$ cat src/irq_pkg.sv
// Constants, register map and carrier types of the maskable interrupt block.
// Assumes one clock domain and word-addressed Avalon-MM register access.
package irq_pkg;

	// Source count and external-pin count.
	localparam int NUM_SRC = 25;
	localparam int NUM_EXT = 3;

	// Register index of each source's control register, in source order.
	localparam logic [6:0] CTRL_INDEX [NUM_SRC] = '{
		7'h41, 7'h42, 7'h47, 7'h4a, 7'h4d, 7'h4f, 7'h51, 7'h52, 7'h54,
		7'h56, 7'h58, 7'h59, 7'h5a, 7'h5c, 7'h5d, 7'h5e, 7'h5f, 7'h6c,
		7'h6d, 7'h6e, 7'h6f, 7'h70, 7'h71, 7'h72, 7'h73};

	// Interrupt number of each source, in source order.
	localparam logic [5:0] SRC_VECTOR [NUM_SRC] = '{
		6'h01, 6'h02, 6'h07, 6'h0a, 6'h0d, 6'h0f, 6'h11, 6'h12, 6'h14,
		6'h16, 6'h18, 6'h19, 6'h1a, 6'h1c, 6'h1d, 6'h1e, 6'h1f, 6'h2c,
		6'h2d, 6'h2e, 6'h2f, 6'h30, 6'h31, 6'h32, 6'h33};

	// Sources whose pending bit software cannot write (flash, timer C, serial).
	localparam logic [NUM_SRC-1:0] PEND_RO_MASK = 25'h0000025;
	localparam int SERIAL_SRC = 5;
	localparam int VMON_SRC = 23;
	// Source index of pin 0, pin 1 and pin 3, in slot order.
	localparam int EXT_SRC [NUM_EXT] = '{14, 11, 12};

	// Control register field positions.
	localparam int LVL_LSB = 0;
	localparam int LVL_MSB = 2;
	localparam int PEND_BIT = 3;
	localparam int EDGE_BIT = 4;

	// Reset values.
	localparam logic [2:0] LVL_RESET = 3'h0;
	localparam logic PEND_RESET = 1'b0;
	localparam logic EDGE_RESET = 1'b0;
	localparam logic WAITREQ_RESET = 1'b1;

	// Status word layout.
	localparam int FLG_D_BIT = 1;
	localparam int FLG_I_BIT = 6;
	localparam int FLG_U_BIT = 7;
	localparam int FLG_IPL_LSB = 12;
	localparam int FLG_IPL_MSB = 14;

	// Software trap numbers from this one up keep the stack-select flag.
	localparam logic [5:0] SW_KEEP_U_FIRST = 6'h20;

	// Entry sequence timing, in cycles counted from the acknowledge cycle.
	localparam logic [4:0] ENTRY_CYCLES = 5'h14;
	localparam logic [4:0] STEP_FLAGS = 5'h01;
	localparam logic [4:0] STEP_PUSH = 5'h02;
	localparam logic [4:0] NUM_PUSH = 5'h04;
	localparam logic [4:0] STEP_IPL = 5'h06;
	localparam logic [4:0] STEP_VECTOR = 5'h07;

	typedef enum logic [0:0] {SEQ_IDLE, SEQ_RUN} seq_t;

	// Software-visible control storage of all sources.
	typedef struct packed {
		logic [NUM_SRC-1:0][2:0] lvl;
		logic [NUM_SRC-1:0] pend;
		logic [NUM_EXT-1:0] edgeSel;
	} ctrl_t;

	typedef struct packed {
		logic found;
		logic [4:0] idx;
	} dec_t;

	typedef struct packed {
		logic found;
		logic [1:0] slot;
	} ext_t;

	// Acknowledge information read in the first entry step.
	typedef struct packed {
		logic valid;
		logic [5:0] number;
		logic [2:0] level;
	} ack_t;

	typedef struct packed {
		logic valid;
		logic [15:0] word;
	} flg_load_t;

	typedef struct packed {
		logic valid;
		logic [7:0] data;
	} stack_wr_t;

	typedef struct packed {
		logic valid;
		logic [5:0] number;
	} vec_load_t;

	typedef struct packed {
		ctrl_t ctrl;
		logic [NUM_EXT-1:0] pinPrev;
		logic [NUM_EXT-1:0] adjPrev;
		logic waitReq;
		logic [31:0] rdData;
		seq_t seq;
		logic [4:0] cnt;
		logic isMask;
		logic keepU;
		logic [15:0] flgTemp;
		logic [19:0] pcSave;
		ack_t ack;
		flg_load_t cpu_status_word;
		stack_wr_t stk;
		vec_load_t vec;
		logic busy;
	} state_t;

endpackage

$ cat src/irq_level_select.sv
// Picks the highest-level eligible source, breaking ties by source index.
// Purely combinational; the caller registers whatever it takes from here.
`timescale 1ns/10ps
module irq_level_select
	import irq_pkg::*;
#(
	parameter bit LOW_INDEX_WINS = 1'b1
) (
	input wire logic [NUM_SRC-1:0][2:0] lvl,
	input wire logic [NUM_SRC-1:0] eligible,
	output logic found,
	output logic [4:0] idx,
	output logic [2:0] level
);

	// Static ranking: a later source replaces the best only on a strictly
	// higher level, so the lowest index wins a tie unless told otherwise.
	always_comb begin
		found = 1'b0;
		idx = 5'h00;
		level = 3'h0;
		for (int i = 0; i < NUM_SRC; i++) begin
			if (eligible[i] && (!found || lvl[i] > level ||
					(lvl[i] == level && !LOW_INDEX_WINS))) begin
				found = 1'b1;
				idx = 5'(i);
				level = lvl[i];
			end
		end
	end

endmodule

$ cat src/maskable_interrupt_priority_control.sv
// Maskable interrupt control: per-source control registers, acceptance
// test against the CPU status word, and the fixed 20-cycle entry sequence.
// Assumes the CPU core reports instruction boundaries, its status word and
// program counter, and applies the load and stack strobes this block emits.
//
// Implementation choice: register access over Avalon-MM.
`timescale 1ns/10ps

// Behaviour
// - Three-bit level; zero disables, seven highest.
// - Threshold n admits levels above n only.
// - Accept needs enable flag, pending, level above threshold.
// - Flag, pending, level, threshold stored independently.
// - Cleared enable flag blocks all maskable sources.
// - Request sets pending; acceptance clears it.
// - Writing zero clears pending; writing one ignored.
// - Flash, timer C, serial pending bits read-only.
// - Level in bits 2..0, pending bit 3.
// - Pin registers: bit 4 edge select.
// - Changing edge select may set pending.
// - Voltage monitor register needs maskable select.
// - Serial register follows serial unit choice.
// - Judged at instruction end; entry next cycle.
// - String and multiply-accumulate instructions suspend immediately; only string instructions (stringInstr) do so here.
// - First step reports number, level; clears pending.
// - Save status; clear enable, single-step, stack-select.
// - Push status, push counter, set threshold, vector.
// - Entry sequence lasts twenty cycles.
// - Equal levels resolved by fixed hardware order.
// - Stacking is four byte-wide writes.
module maskable_interrupt_priority_control
	import irq_pkg::*;
(
	input wire logic clk,
	input wire logic sys_rst,
	input wire logic [6:0] avs_address,
	input wire logic avs_read,
	input wire logic avs_write,
	input wire logic [31:0] avs_writedata,
	input wire logic [3:0] avs_byteenable,
	output logic [31:0] avs_readdata,
	output logic avs_waitrequest,
	input wire logic [NUM_SRC-1:0] periphReq,
	input wire logic syncSerialReq,
	input wire logic twoWireReq,
	input wire logic serialUnitChoice,
	input wire logic vmonMaskableSelect,
	input wire logic [NUM_EXT-1:0] extPin,
	input wire logic [NUM_EXT-1:0] bothEdgeSelect,
	input wire logic instrDone,
	input wire logic stringInstr,
	input wire logic [15:0] cpuStatusWord,
	input wire logic [19:0] cpuPc,
	input wire logic swTrapReq,
	input wire logic [5:0] swTrapNum,
	output ack_t intAck,
	output flg_load_t flgLoad,
	output stack_wr_t stackWrite,
	output vec_load_t vecLoad,
	output logic seqBusy
);

	state_t st;
	state_t d;
	logic [NUM_EXT-1:0] adj;
	logic [NUM_EXT-1:0] extHit;
	logic [NUM_SRC-1:0] srcHit;
	logic [NUM_SRC-1:0] eligible;
	logic [NUM_SRC-1:0] clrSw;
	logic [NUM_SRC-1:0] clrAck;
	logic selFound;
	logic [4:0] selIdx;
	logic [2:0] selLevel;
	logic [2:0] processor_priority_threshold;
	logic busReq;
	logic wrAct;
	logic startSw;
	logic startMask;
	dec_t dec;
	ext_t ext;

	// Register index to source number; used by both read and write paths.
	function automatic dec_t decodeIndex(input logic [6:0] a);
		dec_t r;
		r = '0;
		for (int i = 0; i < NUM_SRC; i++) begin
			if (CTRL_INDEX[i] == a) begin
				r.found = 1'b1;
				r.idx = 5'(i);
			end
		end
		return r;
	endfunction

	// Source number to external-pin slot, if the source is a pin.
	function automatic ext_t extSlot(input logic [4:0] s);
		ext_t r;
		r = '0;
		for (int e = 0; e < NUM_EXT; e++) begin
			if (5'(EXT_SRC[e]) == s) begin
				r.found = 1'b1;
				r.slot = 2'(e);
			end
		end
		return r;
	endfunction

	// Pin edge detection. The selected edge is seen as a rise of the
	// polarity-adjusted level, so flipping the selector alone can look
	// like an edge; software must clear the pending bit after doing so.
	generate
		for (genvar g = 0; g < NUM_EXT; g++) begin : gPin
			assign adj[g] = ~(extPin[g] ^ st.ctrl.edgeSel[g]);
			assign extHit[g] = bothEdgeSelect[g] ?
				(extPin[g] ^ st.pinPrev[g]) :
				(adj[g] & ~st.adjPrev[g]);
		end
	endgenerate

	// Request routing and the acceptance test of each source.
	always_comb begin
		srcHit = periphReq;
		srcHit[SERIAL_SRC] = serialUnitChoice ? twoWireReq : syncSerialReq;
		for (int e = 0; e < NUM_EXT; e++) begin
			srcHit[EXT_SRC[e]] = extHit[e];
		end
		for (int i = 0; i < NUM_SRC; i++) begin
			// Level zero never exceeds a threshold, so it stays disabled.
			eligible[i] = cpuStatusWord[FLG_I_BIT] && st.ctrl.pend[i] &&
				(st.ctrl.lvl[i] > processor_priority_threshold);
		end
		eligible[VMON_SRC] = eligible[VMON_SRC] && vmonMaskableSelect;
	end

	assign processor_priority_threshold = cpuStatusWord[FLG_IPL_MSB:FLG_IPL_LSB];

	irq_level_select #(
		.LOW_INDEX_WINS(1'b1)
	) uSelect (
		.lvl(st.ctrl.lvl),
		.eligible(eligible),
		.found(selFound),
		.idx(selIdx),
		.level(selLevel)
	);

	// Bus handshake: a request is answered one cycle later with
	// waitrequest low; the write lands on that same edge.
	assign busReq = avs_read | avs_write;
	assign wrAct = avs_write && !st.waitReq && avs_byteenable[0];
	assign dec = decodeIndex(avs_address);
	assign ext = extSlot(dec.idx);

	// Outside string instructions a request waits for the boundary.
	assign startSw = (st.seq == SEQ_IDLE) && swTrapReq;
	assign startMask = (st.seq == SEQ_IDLE) && !swTrapReq &&
		(instrDone || stringInstr) && selFound;

	// Next-state logic for registers, pending bits and entry sequence.
	always_comb begin
		d = st;
		d.ack.valid = 1'b0;
		d.cpu_status_word.valid = 1'b0;
		d.stk.valid = 1'b0;
		d.vec.valid = 1'b0;
		d.pinPrev = extPin;
		d.adjPrev = adj;
		d.waitReq = !(busReq && st.waitReq);
		clrSw = '0;
		clrAck = '0;
		if (busReq && st.waitReq) begin
			d.rdData = 32'h0000_0000;
			if (dec.found) begin
				d.rdData[LVL_MSB:LVL_LSB] = st.ctrl.lvl[dec.idx];
				d.rdData[PEND_BIT] = st.ctrl.pend[dec.idx];
				if (ext.found) begin
					d.rdData[EDGE_BIT] = st.ctrl.edgeSel[ext.slot];
				end
			end
		end
		// Each field is written alone; no write reaches the CPU flags.
		if (wrAct && dec.found) begin
			d.ctrl.lvl[dec.idx] = avs_writedata[LVL_MSB:LVL_LSB];
			if (!PEND_RO_MASK[dec.idx] && !avs_writedata[PEND_BIT]) begin
				clrSw[dec.idx] = 1'b1;
			end
			if (ext.found) begin
				d.ctrl.edgeSel[ext.slot] = avs_writedata[EDGE_BIT];
			end
		end
		if (startMask) begin
			clrAck[selIdx] = 1'b1;
		end
		// A new request wins over a clear in the same cycle.
		d.ctrl.pend = (st.ctrl.pend & ~clrSw & ~clrAck) | srcHit;
		case (st.seq)
			SEQ_IDLE: begin
				if (startSw || startMask) begin
					d.seq = SEQ_RUN;
					d.cnt = 5'h00;
					d.busy = 1'b1;
					d.ack.valid = 1'b1;
					d.ack.number = startSw ? swTrapNum : SRC_VECTOR[selIdx];
					d.ack.level = startSw ? 3'h0 : selLevel;
					d.isMask = startMask;
					d.keepU = startSw && (swTrapNum >= SW_KEEP_U_FIRST);
					d.flgTemp = cpuStatusWord;
					d.pcSave = cpuPc;
				end
			end
			SEQ_RUN: begin
				d.cnt = 5'(st.cnt + 5'h01);
				if (st.cnt == 5'(ENTRY_CYCLES - 5'h01)) begin
					d.seq = SEQ_IDLE;
					d.busy = 1'b0;
					d.cnt = 5'h00;
				end else if (d.cnt == STEP_FLAGS) begin
					d.cpu_status_word.valid = 1'b1;
					d.cpu_status_word.word = st.flgTemp;
					d.cpu_status_word.word[FLG_I_BIT] = 1'b0;
					d.cpu_status_word.word[FLG_D_BIT] = 1'b0;
					if (!st.keepU) begin
						d.cpu_status_word.word[FLG_U_BIT] = 1'b0;
					end
				end else if (d.cnt >= STEP_PUSH &&
						d.cnt < 5'(STEP_PUSH + NUM_PUSH)) begin
					// Counter top nibble with status top nibble first, then low status byte, then the counter.
					d.stk.valid = 1'b1;
					case (2'(d.cnt - STEP_PUSH))
						2'h0: d.stk.data = {st.pcSave[19:16], st.flgTemp[15:12]};
						2'h1: d.stk.data = st.flgTemp[7:0];
						2'h2: d.stk.data = st.pcSave[15:8];
						default: d.stk.data = st.pcSave[7:0];
					endcase
				end else if (d.cnt == STEP_IPL) begin
					// Software traps leave the threshold alone.
					d.cpu_status_word.valid = 1'b1;
					if (st.isMask) begin
						d.cpu_status_word.word[FLG_IPL_MSB:FLG_IPL_LSB] = st.ack.level;
					end
				end else if (d.cnt == STEP_VECTOR) begin
					d.vec.valid = 1'b1;
					d.vec.number = st.ack.number;
				end
			end
			default: begin
				d.seq = SEQ_IDLE;
			end
		endcase
	end

	// State register; pending bits start cleared rather than unknown.
	always_ff @(posedge clk) begin
		if (sys_rst) begin
			st <= '0;
			// Track the pins through reset so no false edge follows it.
			st.pinPrev <= extPin;
			st.adjPrev <= ~extPin;
			st.waitReq <= WAITREQ_RESET;
			st.seq <= SEQ_IDLE;
			st.ctrl.lvl <= {NUM_SRC{LVL_RESET}};
			st.ctrl.pend <= {NUM_SRC{PEND_RESET}};
			st.ctrl.edgeSel <= {NUM_EXT{EDGE_RESET}};
		end else begin
			st <= d;
		end
	end

	// Outputs come straight from the state register.
	assign avs_readdata = st.rdData;
	assign avs_waitrequest = st.waitReq;
	assign intAck = st.ack;
	assign flgLoad = st.cpu_status_word;
	assign stackWrite = st.stk;
	assign vecLoad = st.vec;
	assign seqBusy = st.busy;

	// Helper state watched only by the checks below.
	logic [5:0] busyLen;
	logic clrSeen;
	logic roSeen;
	logic [4:0] wrIdxQ;
	always_ff @(posedge clk) begin
		if (sys_rst) begin
			busyLen <= 6'h00;
			clrSeen <= 1'b0;
			roSeen <= 1'b0;
			wrIdxQ <= 5'h00;
		end else begin
			busyLen <= seqBusy ? 6'(busyLen + 6'h01) : 6'h00;
			clrSeen <= wrAct && dec.found && !avs_writedata[PEND_BIT] &&
				!PEND_RO_MASK[dec.idx] && !srcHit[dec.idx];
			roSeen <= wrAct && dec.found && PEND_RO_MASK[dec.idx] &&
				st.ctrl.pend[dec.idx] && !(startMask && selIdx == dec.idx);
			wrIdxQ <= dec.idx;
		end
	end
endmodule

$ cat config.mk
export PLATFORM = sky130hd
export DESIGN_NAME = maskable_interrupt_priority_control
export DESIGN_NICKNAME = d
export VERILOG_FILES = /design/src/irq_pkg.sv /design/src/irq_level_select.sv /design/src/maskable_interrupt_priority_control.sv
export SDC_FILE = /design/constraint.sdc
export NUM_CORES = 1
export LEC_CHECK = 0
export BUFFER_PORTS_ARGS = -buffer_cell sky130_fd_sc_hd__buf_4
export CAP_MARGIN = 20
export CORE_MARGIN = 2
export CORE_UTILIZATION = 64
export CTS_BUF_LIST = sky130_fd_sc_hd__clkbuf_8 sky130_fd_sc_hd__clkbuf_16
export CTS_CLUSTER_DIAMETER = 40
export DETAILED_ROUTE_END_ITERATION = 7
export GPL_ROUTABILITY_DRIVEN = 0
export PLACE_DENSITY = 0.85
export SLEW_MARGIN = 5
export SYNTH_ARGS = -nofsm -noshare
export SYNTH_HDL_FRONTEND = slang
export SYNTH_SLANG_ARGS = --single-unit
$ cat constraint.sdc
create_clock -name clk -period 92.6 [get_ports clk]
set_input_delay 13.89 -clock clk [delete_from_list [all_inputs] [get_ports clk]]
set_output_delay 13.89 -clock clk [all_outputs]
set_load 0.03 [all_outputs]
* Yosys cells after proc, flatten, opt, wreduce, memory -nomap -nowiden
Memory sizes are Yosys's and may differ from the RTL's. Index checks and enable logic that the tools add are counted.
Word-level totals: register bits after elaboration 201, ROM bits 224, input bits 127, output and inout port bits 77, word-level logic and storage cells 493, memories 2
Memory list:
- (no name shown) | depth 32, bits a word 6, rd ports 1, clocked after Yosys merged registers in 0, wr ports 0, line maskable_interrupt_priority_control.sv:203 | d.ack.number = startSw ? swTrapNum : SRC_VECTOR[selIdx];
- (no name shown) | depth 32, bits a word 1, rd ports 1, clocked after Yosys merged registers in 0, wr ports 0, line maskable_interrupt_priority_control.sv:293 | roSeen <= wrAct && dec.found && PEND_RO_MASK[dec.idx] &&
Cells by class: add/sub/neg operators 2, $lt $le $gt $ge 59, equality and inequality tests 37, muxes and demuxes 159, bitwise gates (word level) 28, reduce and logical (&&, ||, !) cells 158
Operators with widths (number):
- 7-bit == test (first input constant) | 25
- 6-bit two-way mux | 29
- 3-bit greater-than comparator | 49
- 5-bit two-way mux | 25
- 124-bit two-way mux | 1
- 3-bit two-way mux | 35
- 1-bit logical AND | 89
- 75-bit bitwise mux | 1
- 25-bit two-way mux | 3
- 33-bit two-way mux | 2
- 54-bit two-way mux | 1
- 25-bit bitwise AND | 2
- 25-bit NOT | 2
- 48-bit two-way mux | 1
- 1-bit two-way mux | 44
- 1-bit logical NOT | 29
- 1-bit logical OR | 26
- 25-bit bitwise OR | 1
- 8-bit case mux with 3 select lines | 1
- 7-bit two-way mux | 3
- 16-bit two-way mux | 1
- 3-bit binary-select mux with 5-bit select | 1
- 3-bit demux with 5-bit select | 1
- 4-bit by 5-bit == test with 1-bit output (first input constant) | 3
- 42 further kinds | 68

* Depth between registers and ports, before layout
Gate-level depths: netlist of run 1.
depth in word-level cells 107, gate-level depth with buffers 220, mapped depth without buffers 218

* By module
A second synthesis of run 1 with hierarchy kept.
Unflattened totals: cell total of the unflattened synthesis 2037, area total of the unflattened synthesis 15661.3 µm²
By module, submodules not included:
- maskable_interrupt_priority_control | times used 1, cells each 1517, area each 12248.0 µm², seq. area each 4023.9 µm²
- irq_level_select | times used 1, cells each 520, area each 3413.3 µm², seq. area each 0.0 µm²

* Worst setup path before layout of run 1
OpenSTA, ideal clock, no wires.
kind input port to flip-flop, from in cpuStatusWord[13], to reg st, in the netlist intAck[3], library setup time 0.103 ns, arrival time 47.703 ns, data required time 92.497 ns, setup slack 44.794 ns, stages on the path 195, buffers on the path 1, cell sequence inv_1 > ha_1 > nor2b_4 > o311a_4 > nand3_1 > ha_1 > a211o_1 > a211o_1 > a21oi_1 > nor2_1 > ha_1 > nor2b_1 > o21ai_0 > a32o_1 > a21oi_4 > o31ai_1 > ha_1 > nor2b_1 > [... 159 more ...] > a21o_1 > a21oi_1 > a31oi_1 > o21ai_1 > nor2_1 > a31oi_1 > o21ai_0 > ha_1 > a21o_1 > a21oi_1 > a31oi_1 > o21a_1 > nand2b_1 > or3_4 > nor2_4 > nand2b_2 > o221a_1 > a2111oi_2
Between the ends: word-level cells in the longest chain between the ends 104, elaborated cells on any way between the ends 228, classes of those cells order compare: 49; mux: 76; bitwise: 1; reduce/logical: 101; memory: 1
Ends and longest elaborated chain:
- start: declaration | line maskable_interrupt_priority_control.sv:52 | input wire logic [15:0] cpuStatusWord,
- 3-bit greater-than comparator | line maskable_interrupt_priority_control.sv:130 | (st.ctrl.lvl[i] > processor_priority_threshold);
- 1-bit logical AND | line maskable_interrupt_priority_control.sv:129 | eligible[i] = cpuStatusWord[FLG_I_BIT] && st.ctrl.pend[i] &&
- 3-bit two-way mux or 1-bit two-way mux (tied branches) | line irq_level_select.sv:23 | if (eligible[i] && (!found || lvl[i] > level ||
- 3-bit greater-than comparator or 1-bit logical NOT (tied branches) | line irq_level_select.sv:23
- 1-bit logical OR | line irq_level_select.sv:23
- 1-bit logical AND | line irq_level_select.sv:23
- 3-bit two-way mux or 1-bit two-way mux (tied branches) | line irq_level_select.sv:23
- 3-bit greater-than comparator or 1-bit logical NOT (tied branches) | line irq_level_select.sv:23
- [... 87 more ...]
- 3-bit greater-than comparator or 1-bit logical NOT (tied branches) | line irq_level_select.sv:23
- 1-bit logical OR | line irq_level_select.sv:23
- 1-bit logical AND | line irq_level_select.sv:23
- 5-bit two-way mux | line irq_level_select.sv:23
- 5-bit NOT with 6-bit output (not written as such) | line maskable_interrupt_priority_control.sv:203
- memory read 32 x 6 bit
- 6-bit two-way mux (not written as such) (2 in a row) | line maskable_interrupt_priority_control.sv:203
- 6-bit two-way mux | line maskable_interrupt_priority_control.sv:203
- end: declaration | line maskable_interrupt_priority_control.sv:63 | state_t st;
Parallel ways exist; a longest one is shown, timed or not. The select of a mux whose other input is x is not followed. A chain may end at the register's enable or synchronous reset.

* Final worst setup path of run 1
Ends and elaborated chain as after synthesis.

==> results of run 1 <==
## power by group through the flow
stage               Clock, mW  Sequential (mW)  Combinational (mW)
finish                  0.122           0.0936              0.0519
global route            0.127           0.0938              0.0557
CTS                     0.123           0.0934              0.0501
detailed placement          0           0.0952              0.0496
global placement            0           0.0950              0.0479
floorplan                   0           0.0940              0.0372
## layout by cell type, fill, tap and decap left out, types with 6 or more instances in the layout
cell / Yosys / final
or2_2: 8 / 8
nor2b_1: 47 / 47
nand3_1: 51 / 51
clkbuf_16: 0 / 30
a21oi_1: 174 / 174
a222oi_1: 8 / 8
nor3_1: 37 / 37
xnor2_1: 6 / 6
o31ai_1: 9 / 9
mux2i_1: 117 / 117
a31oi_1: 23 / 23
a311oi_1: 11 / 11
nor4_1: 7 / 6
and3_1: 14 / 14
or3_1: 7 / 7
o21ai_1: 12 / 11
a22oi_1: 13 / 13
o22ai_1: 10 / 10
a221oi_1: 7 / 7
a21o_1: 22 / 22
a211o_1: 9 / 9
and2_1: 11 / 11
ha_1: 142 / 142
conb_1: 1 / 29
nor2_1: 251 / 250
nand2_1: 215 / 214
mux2_2: 14 / 14
o211ai_1: 21 / 21
inv_6: 0 / 6
o41ai_1: 6 / 6
buf_4: 77 / 149
dfxtp_1: 201 / 201
nand3b_1: 11 / 11
nand2b_1: 18 / 18
o221ai_1: 6 / 6
o21a_1: 17 / 17
a211oi_1: 25 / 25
inv_1: 111 / 112
o21ai_0: 77 / 77
## worst register-to-register path: cells and delay by family, from the launching register on
family,cells,cell delay [ps]
adders and majority gates,25,6920
AOI/OAI and AO/OA,110,24540
and+or+nand+nor,47,7570
DFF,1,430
buffers and inverters,9,660
muxes,4,1380
## routing by layer
layer,vias up,GRT usage [%]
li1,7199,-
met1,7335,46.5
met2,1073,58.5
met3,278,7.26
met4,0,20.6
met5,-,0
## state kept, by name, summed over array words and instances, names as in the netlist
| register | count |
|---|---|
| vecLoad | 7 |
| flgLoad | 15 |
| seqBusy | 1 |
| avs_waitrequest | 1 |
| st | 153 |
| stackWrite | 9 |
| avs_readdata | 5 |
| intAck | 10 |
## cells by family after synthesis
kind of cell | count (synthesis) | synth area share, %
simple gates | 719 | 21.7
compound gates | 529 | 23.5
buf+inv | 271 | 8.56
flops | 201 | 25.6
fa+ha+maj | 142 | 11.3
mux | 134 | 8.90
xor+xnor | 8 | 0.447
other cells | 1 | 0.0239
## how the worst max path moves through the flow
stage | endpoint | slack (ps) | depth (start not counted)
3_3_place_gp | intAck[3] | 39310 | 197
2_1_floorplan | intAck[3] | 44790 | 195
6_report | intAck[3] | 37470 | 197
4_1_cts | intAck[3] | 38640 | 197
3_5_place_dp | intAck[3] | 38330 | 197
5_1_grt | st[130] | 34380 | 199
## layout make-up
cell class                      instances  area (µm²)
Multi-Input combinational cell       1561       10500
Fill cell                            1842        6630
Sequential cell                       201        4020
Timing Repair Buffer                  152        1150
Clock buffer                           30         751
Inverter                              112         420
Tap cell                              324         405
Clock inverter                         26         352
## metrics by stage
stage               instance area, µm²  total power, mW  setup slack (ps)  std cells
finish                           17500            0.268             37470       2406
global route                     17500            0.276             34380       2406
CTS                              17500            0.266             38640       2404
detailed placement               16400            0.145             38330       2348
global placement                 16400            0.143             39310       2347
floorplan                        15800            0.131             44790       2033
==> impl_metrics.tcl, run 1 <==
set metrics [dict create \
    cp_slowest_stage_delay_ps 690 \
    die_area_mm2 0.0258 \
    vias_per_cell 6.60 \
    core-area_mm2 0.0242 \
    synthFlopType "dfxtp_1" \
    die_w_um 161 \
    synth_commonest_cells "nor2_1 (251), nand2_1 (215), dfxtp_1 (201)" \
    min-delay-path-class "reg2reg" \
    ant_nets 0 \
    p_leak_nw 7.48 \
    synth.avg_cell_area_um2 7.83 \
    synth_area_leaders "dfxtp_1 (26%), ha_1 (11%), mux2i_1 (7.5%), nor2_1 (6.0%), a21oi_1 (5.5%)" \
    synth_cells 2005 \
    drv_cap 0 \
    grt_pass1_wl_um 77000 \
    hold_buffers 0 \
    overflow 0 \
    clock_path_buffers 3 \
    dr.pass1.iters 7 \
    p_comb_share_pct 19.4 \
    whs_path_depth 2 \
    critical_path.startpoint "cpuStatusWord[13]" \
    first_global_vias 15000 \
    grt_max_degree 103 \
    path_clk_slew_ps 60 \
    async_flop_share_pct 0 \
    power_frac_clock_pct 45.7 \
    cp-start-kind "input pin" \
    netlist.area_leader.share_pct 25.6 \
    path_delay_family "compound AO/OA/AOI/OAI gates" \
    p_seq_share_pct 35.0 \
    rows 57 \
    slowest_stage "a211oi_1" \
    synthMostInstantiatedCell "nor2_1" \
    hold_viol 0 \
    highest_layer "met4" \
    clock_latency_ps 570 \
    grt.total_usage_pct 36.6 \
    final_util_pct 72.6 \
    wl_met3_um 5570 \
    clkSinkCount 201 \
    min-delay-start "st[155]" \
    port_buffers 140 \
    crit_top_cell "ha_1" \
    crit_path_max_fanout 25 \
    cts_made_buffers 30 \
    cts_root_buf "clkbuf_16" \
    drive_above_1_share_pct 14.3 \
    whs_ps 456 \
    tightest_slew_ps 1070 \
    seq_area_frac_synth_pct 25.6 \
    yosys_warnings 0 \
    cts_resized 0 \
    antenna_found_initial 0 \
    rsz0062_at_grt "false" \
    cts_tree "done" \
    min_to "st[155]" \
    synth_area_leader_cell "dfxtp_1" \
    switchingPower_mw 0.0840 \
    r2r-end "intAck[3]" \
    path_buf_inv 12 \
    max_slew_margin_pct 28.9 \
    vias 15900 \
    wl_met1_um 18600 \
    syn2layout_area_growth_pct 11.8 \
    vdd_ir_drop_max_uv 17.3 \
    fmax_mhz 18.1 \
    crit_arrival_ps 55590 \
    hpwl_um 34900 \
    die_y_um 161 \
    nets 2327 \
    fin_setup_tns_ps 0 \
    reg2reg_from "st[157]" \
    antenna_cells 0 \
    post-route-period-util_pct 59.5 \
    wl_met2_um 21700 \
    io-pin-count 204 \
    ys_seq_elements 201 \
    cp-end-kind "register" \
    wl_um 49000 \
    outcome "completed" \
    crit_type "in2reg" \
    synthesis.area_mm2 0.0157 \
    reg2reg_depth 195 \
    slew_violations 0 \
    synth_edf_count 0 \
    power_density_mw_per_mm2 15.3 \
    postCtsSetupBuffers 0 \
    post-route-min-period_ps 55130 \
    swShare_pct 31.4 \
    required_ps 93060 \
    clock_skew_ps 14.6 \
    drc 0 \
    rrSetupSlack_ps 51020 \
    htreeDepth 1 \
    wl_per_cell_um 20.4 \
    start_util_pct 64.9 \
    drtIter0Drc 2253 \
    setup_violations 0 \
    yosysUniqueCellTypes 114 \
    internal_power_mw 0.184 \
]
(Power assumes the default switching activity.)
==> run 2: changes to the inputs <==
- CORE_UTILIZATION: 64 -> 54
- PLACE_DENSITY: 0.85 -> 0.76
- clock period: 92.6 -> 44.2 ns (I/O delays scaled with it)
==> run 2 against run 1 <==
  * Clock skew is 3.5 ps higher
  * Flip-flop and latch count did not move
  * Worst setup slack got worse by 35000 ps
  * Register-to-register slack got worse by 43000 ps
  * Largest cell class unchanged
==> impl_metrics.tcl, run 2 (same netlist as run 1, synthesis figures left out) <==
set metrics [dict create \
    outcome "completed" \
    p_leak_nw 7.80 \
    power_mw 0.568 \
    clock_latency_ps 520 \
    power_density_mw_per_mm2 31.1 \
    crit_path_max_fanout 10 \
    layout_commonest_cell "nor2_1" \
    min-delay-start "st[45]" \
    ant_nets 0 \
    clock_skew_ps 18.1 \
    grt_pass1_wl_um 78700 \
    drv_cap 0 \
    cts_root_buf "clkbuf_16" \
    min-delay-path-class "reg2reg" \
    port_buffers 140 \
    post-route-min-period_ps 42030 \
    start_util_pct 54.8 \
    setup_violations 0 \
    multi_input_area_mm2 0.0106 \
    ff_latch_area_mm2 0.00402 \
    die_w_um 174 \
    fmax_mhz 23.8 \
    clkSinkCount 201 \
    rows 62 \
    drive_above_1_share_pct 18.0 \
    vdd_ir_drop_max_uv 32.8 \
    slowest_stage "a2111oi_4" \
    crit_top_cell "ha_1" \
    layout_common_cells "nor2_1 (247), nand2_1 (214), buf_4 (210), dfxtp_1 (201), a21oi_1 (171)" \
    core-area_mm2 0.0286 \
    clock_path_buffers 3 \
    max_slew_margin_pct 25.0 \
    cts_made_buffers 34 \
    fillers 2455 \
    hpwl_um 36800 \
    wl_um 51200 \
    die_y_um 174 \
    antenna_found_initial 1 \
    hold_viol 0 \
    final_cells 2530 \
    required_ps 44640 \
    drtIter0Drc 2199 \
    cp-end-kind "register" \
    cp-start-kind "input pin" \
    vias 15900 \
    path_clk_slew_ps 60 \
    crit_type "in2reg" \
    cp_slowest_stage_delay_ps 410 \
    first_global_vias 15000 \
    nets 2390 \
    grt_max_degree 119 \
    path_buf_inv 19 \
    dr.pass1.iters 7 \
    largest-register "st" \
    syn2layout_area_growth_pct 16.3 \
    vias_per_cell 6.30 \
    tightest_slew_ps 1110 \
    io-pin-count 204 \
    hold_buffers 0 \
    overflow 0 \
    crit_arrival_ps 42470 \
    drc 0 \
    placedCellCount 2456 \
    largest_reg_flops 153 \
    wl_per_cell_um 20.2 \
    htreeDepth 2 \
    slew_violations 0 \
    path_delay_family "compound AO/OA/AOI/OAI gates" \
    antenna_cells 0 \
    reg2reg_from "st[156]" \
    grt.total_usage_pct 32.1 \
    post-route-period-util_pct 95.1 \
    cts_tree "done" \
    die_area_mm2 0.0304 \
    critical_path.startpoint "cpuStatusWord[13]" \
]
## run 2: through the flow
stage / setup TNS (ps) / utilization [%] / worst slack [ps] / instance area [µm²] / hold WS [ps]
final: 0 / 63.7 / 2170 / 18200 / 458
after global routing: -2430 / 63.7 / -203 / 18200 / 468
after CTS: 0 / 62.8 / 327 / 18000 / 455
after detailed placement: 0 / 58.9 / 41.4 / 16900 / 447
after global placement: 0 / 58.9 / 795 / 16900 / 442
after floorplan: 0 / - / 3650 / 15800 / 436
## run 2: repair_timing
item | 4_1_cts | 5_1_grt
gates resized for setup | 0 | 49
buffers inserted | 0 | 13
setup endpoints to repair | 0 | 34
## run 2: path summary, 6_finish.rpt
check / endpoint / slack (ps) / cells after the start
min: st[45] / 460 / 2
max reg2reg: intAck[8] / 8080 / 203
min reg2reg: st[45] / 460 / 2
max: intAck[8] / 2170 / 205
## run 2: cell type report
cell class,count,share of cell area (%)
multi-input combinational,1561,58.2
sequential,201,22.1
timing repair buffer,211,8.70
clock buffer,35,4.74
tap,384,2.63
inverter,112,2.30
clock inverter,26,1.32
## run 2: tightest hold or removal path, delay by kind of cell (launching register included)
family	cells	cell delay, ps
flip-flops	1	310
AO/OA/AOI/OAI	1	50
AND/OR/NAND/NOR	1	50
## run 2: power breakdown
| group | internal [mW] | switching (mW) |
|---|---|---|
| Sequential | 0.189 | 0.00687 |
| Clock | 0.157 | 0.100 |
| Combinational | 0.0430 | 0.0723 |
## run 2: routing by layer
metal | track usage [%] | share of wire (%) | wire length, µm
met1 | 41.8 | 40 | 20400
met2 | 51.6 | 45 | 22800
met3 | 5.69 | 10 | 5250
met4 | 14.7 | 5.4 | 2740
met5 | 0 | 0.018 | 9
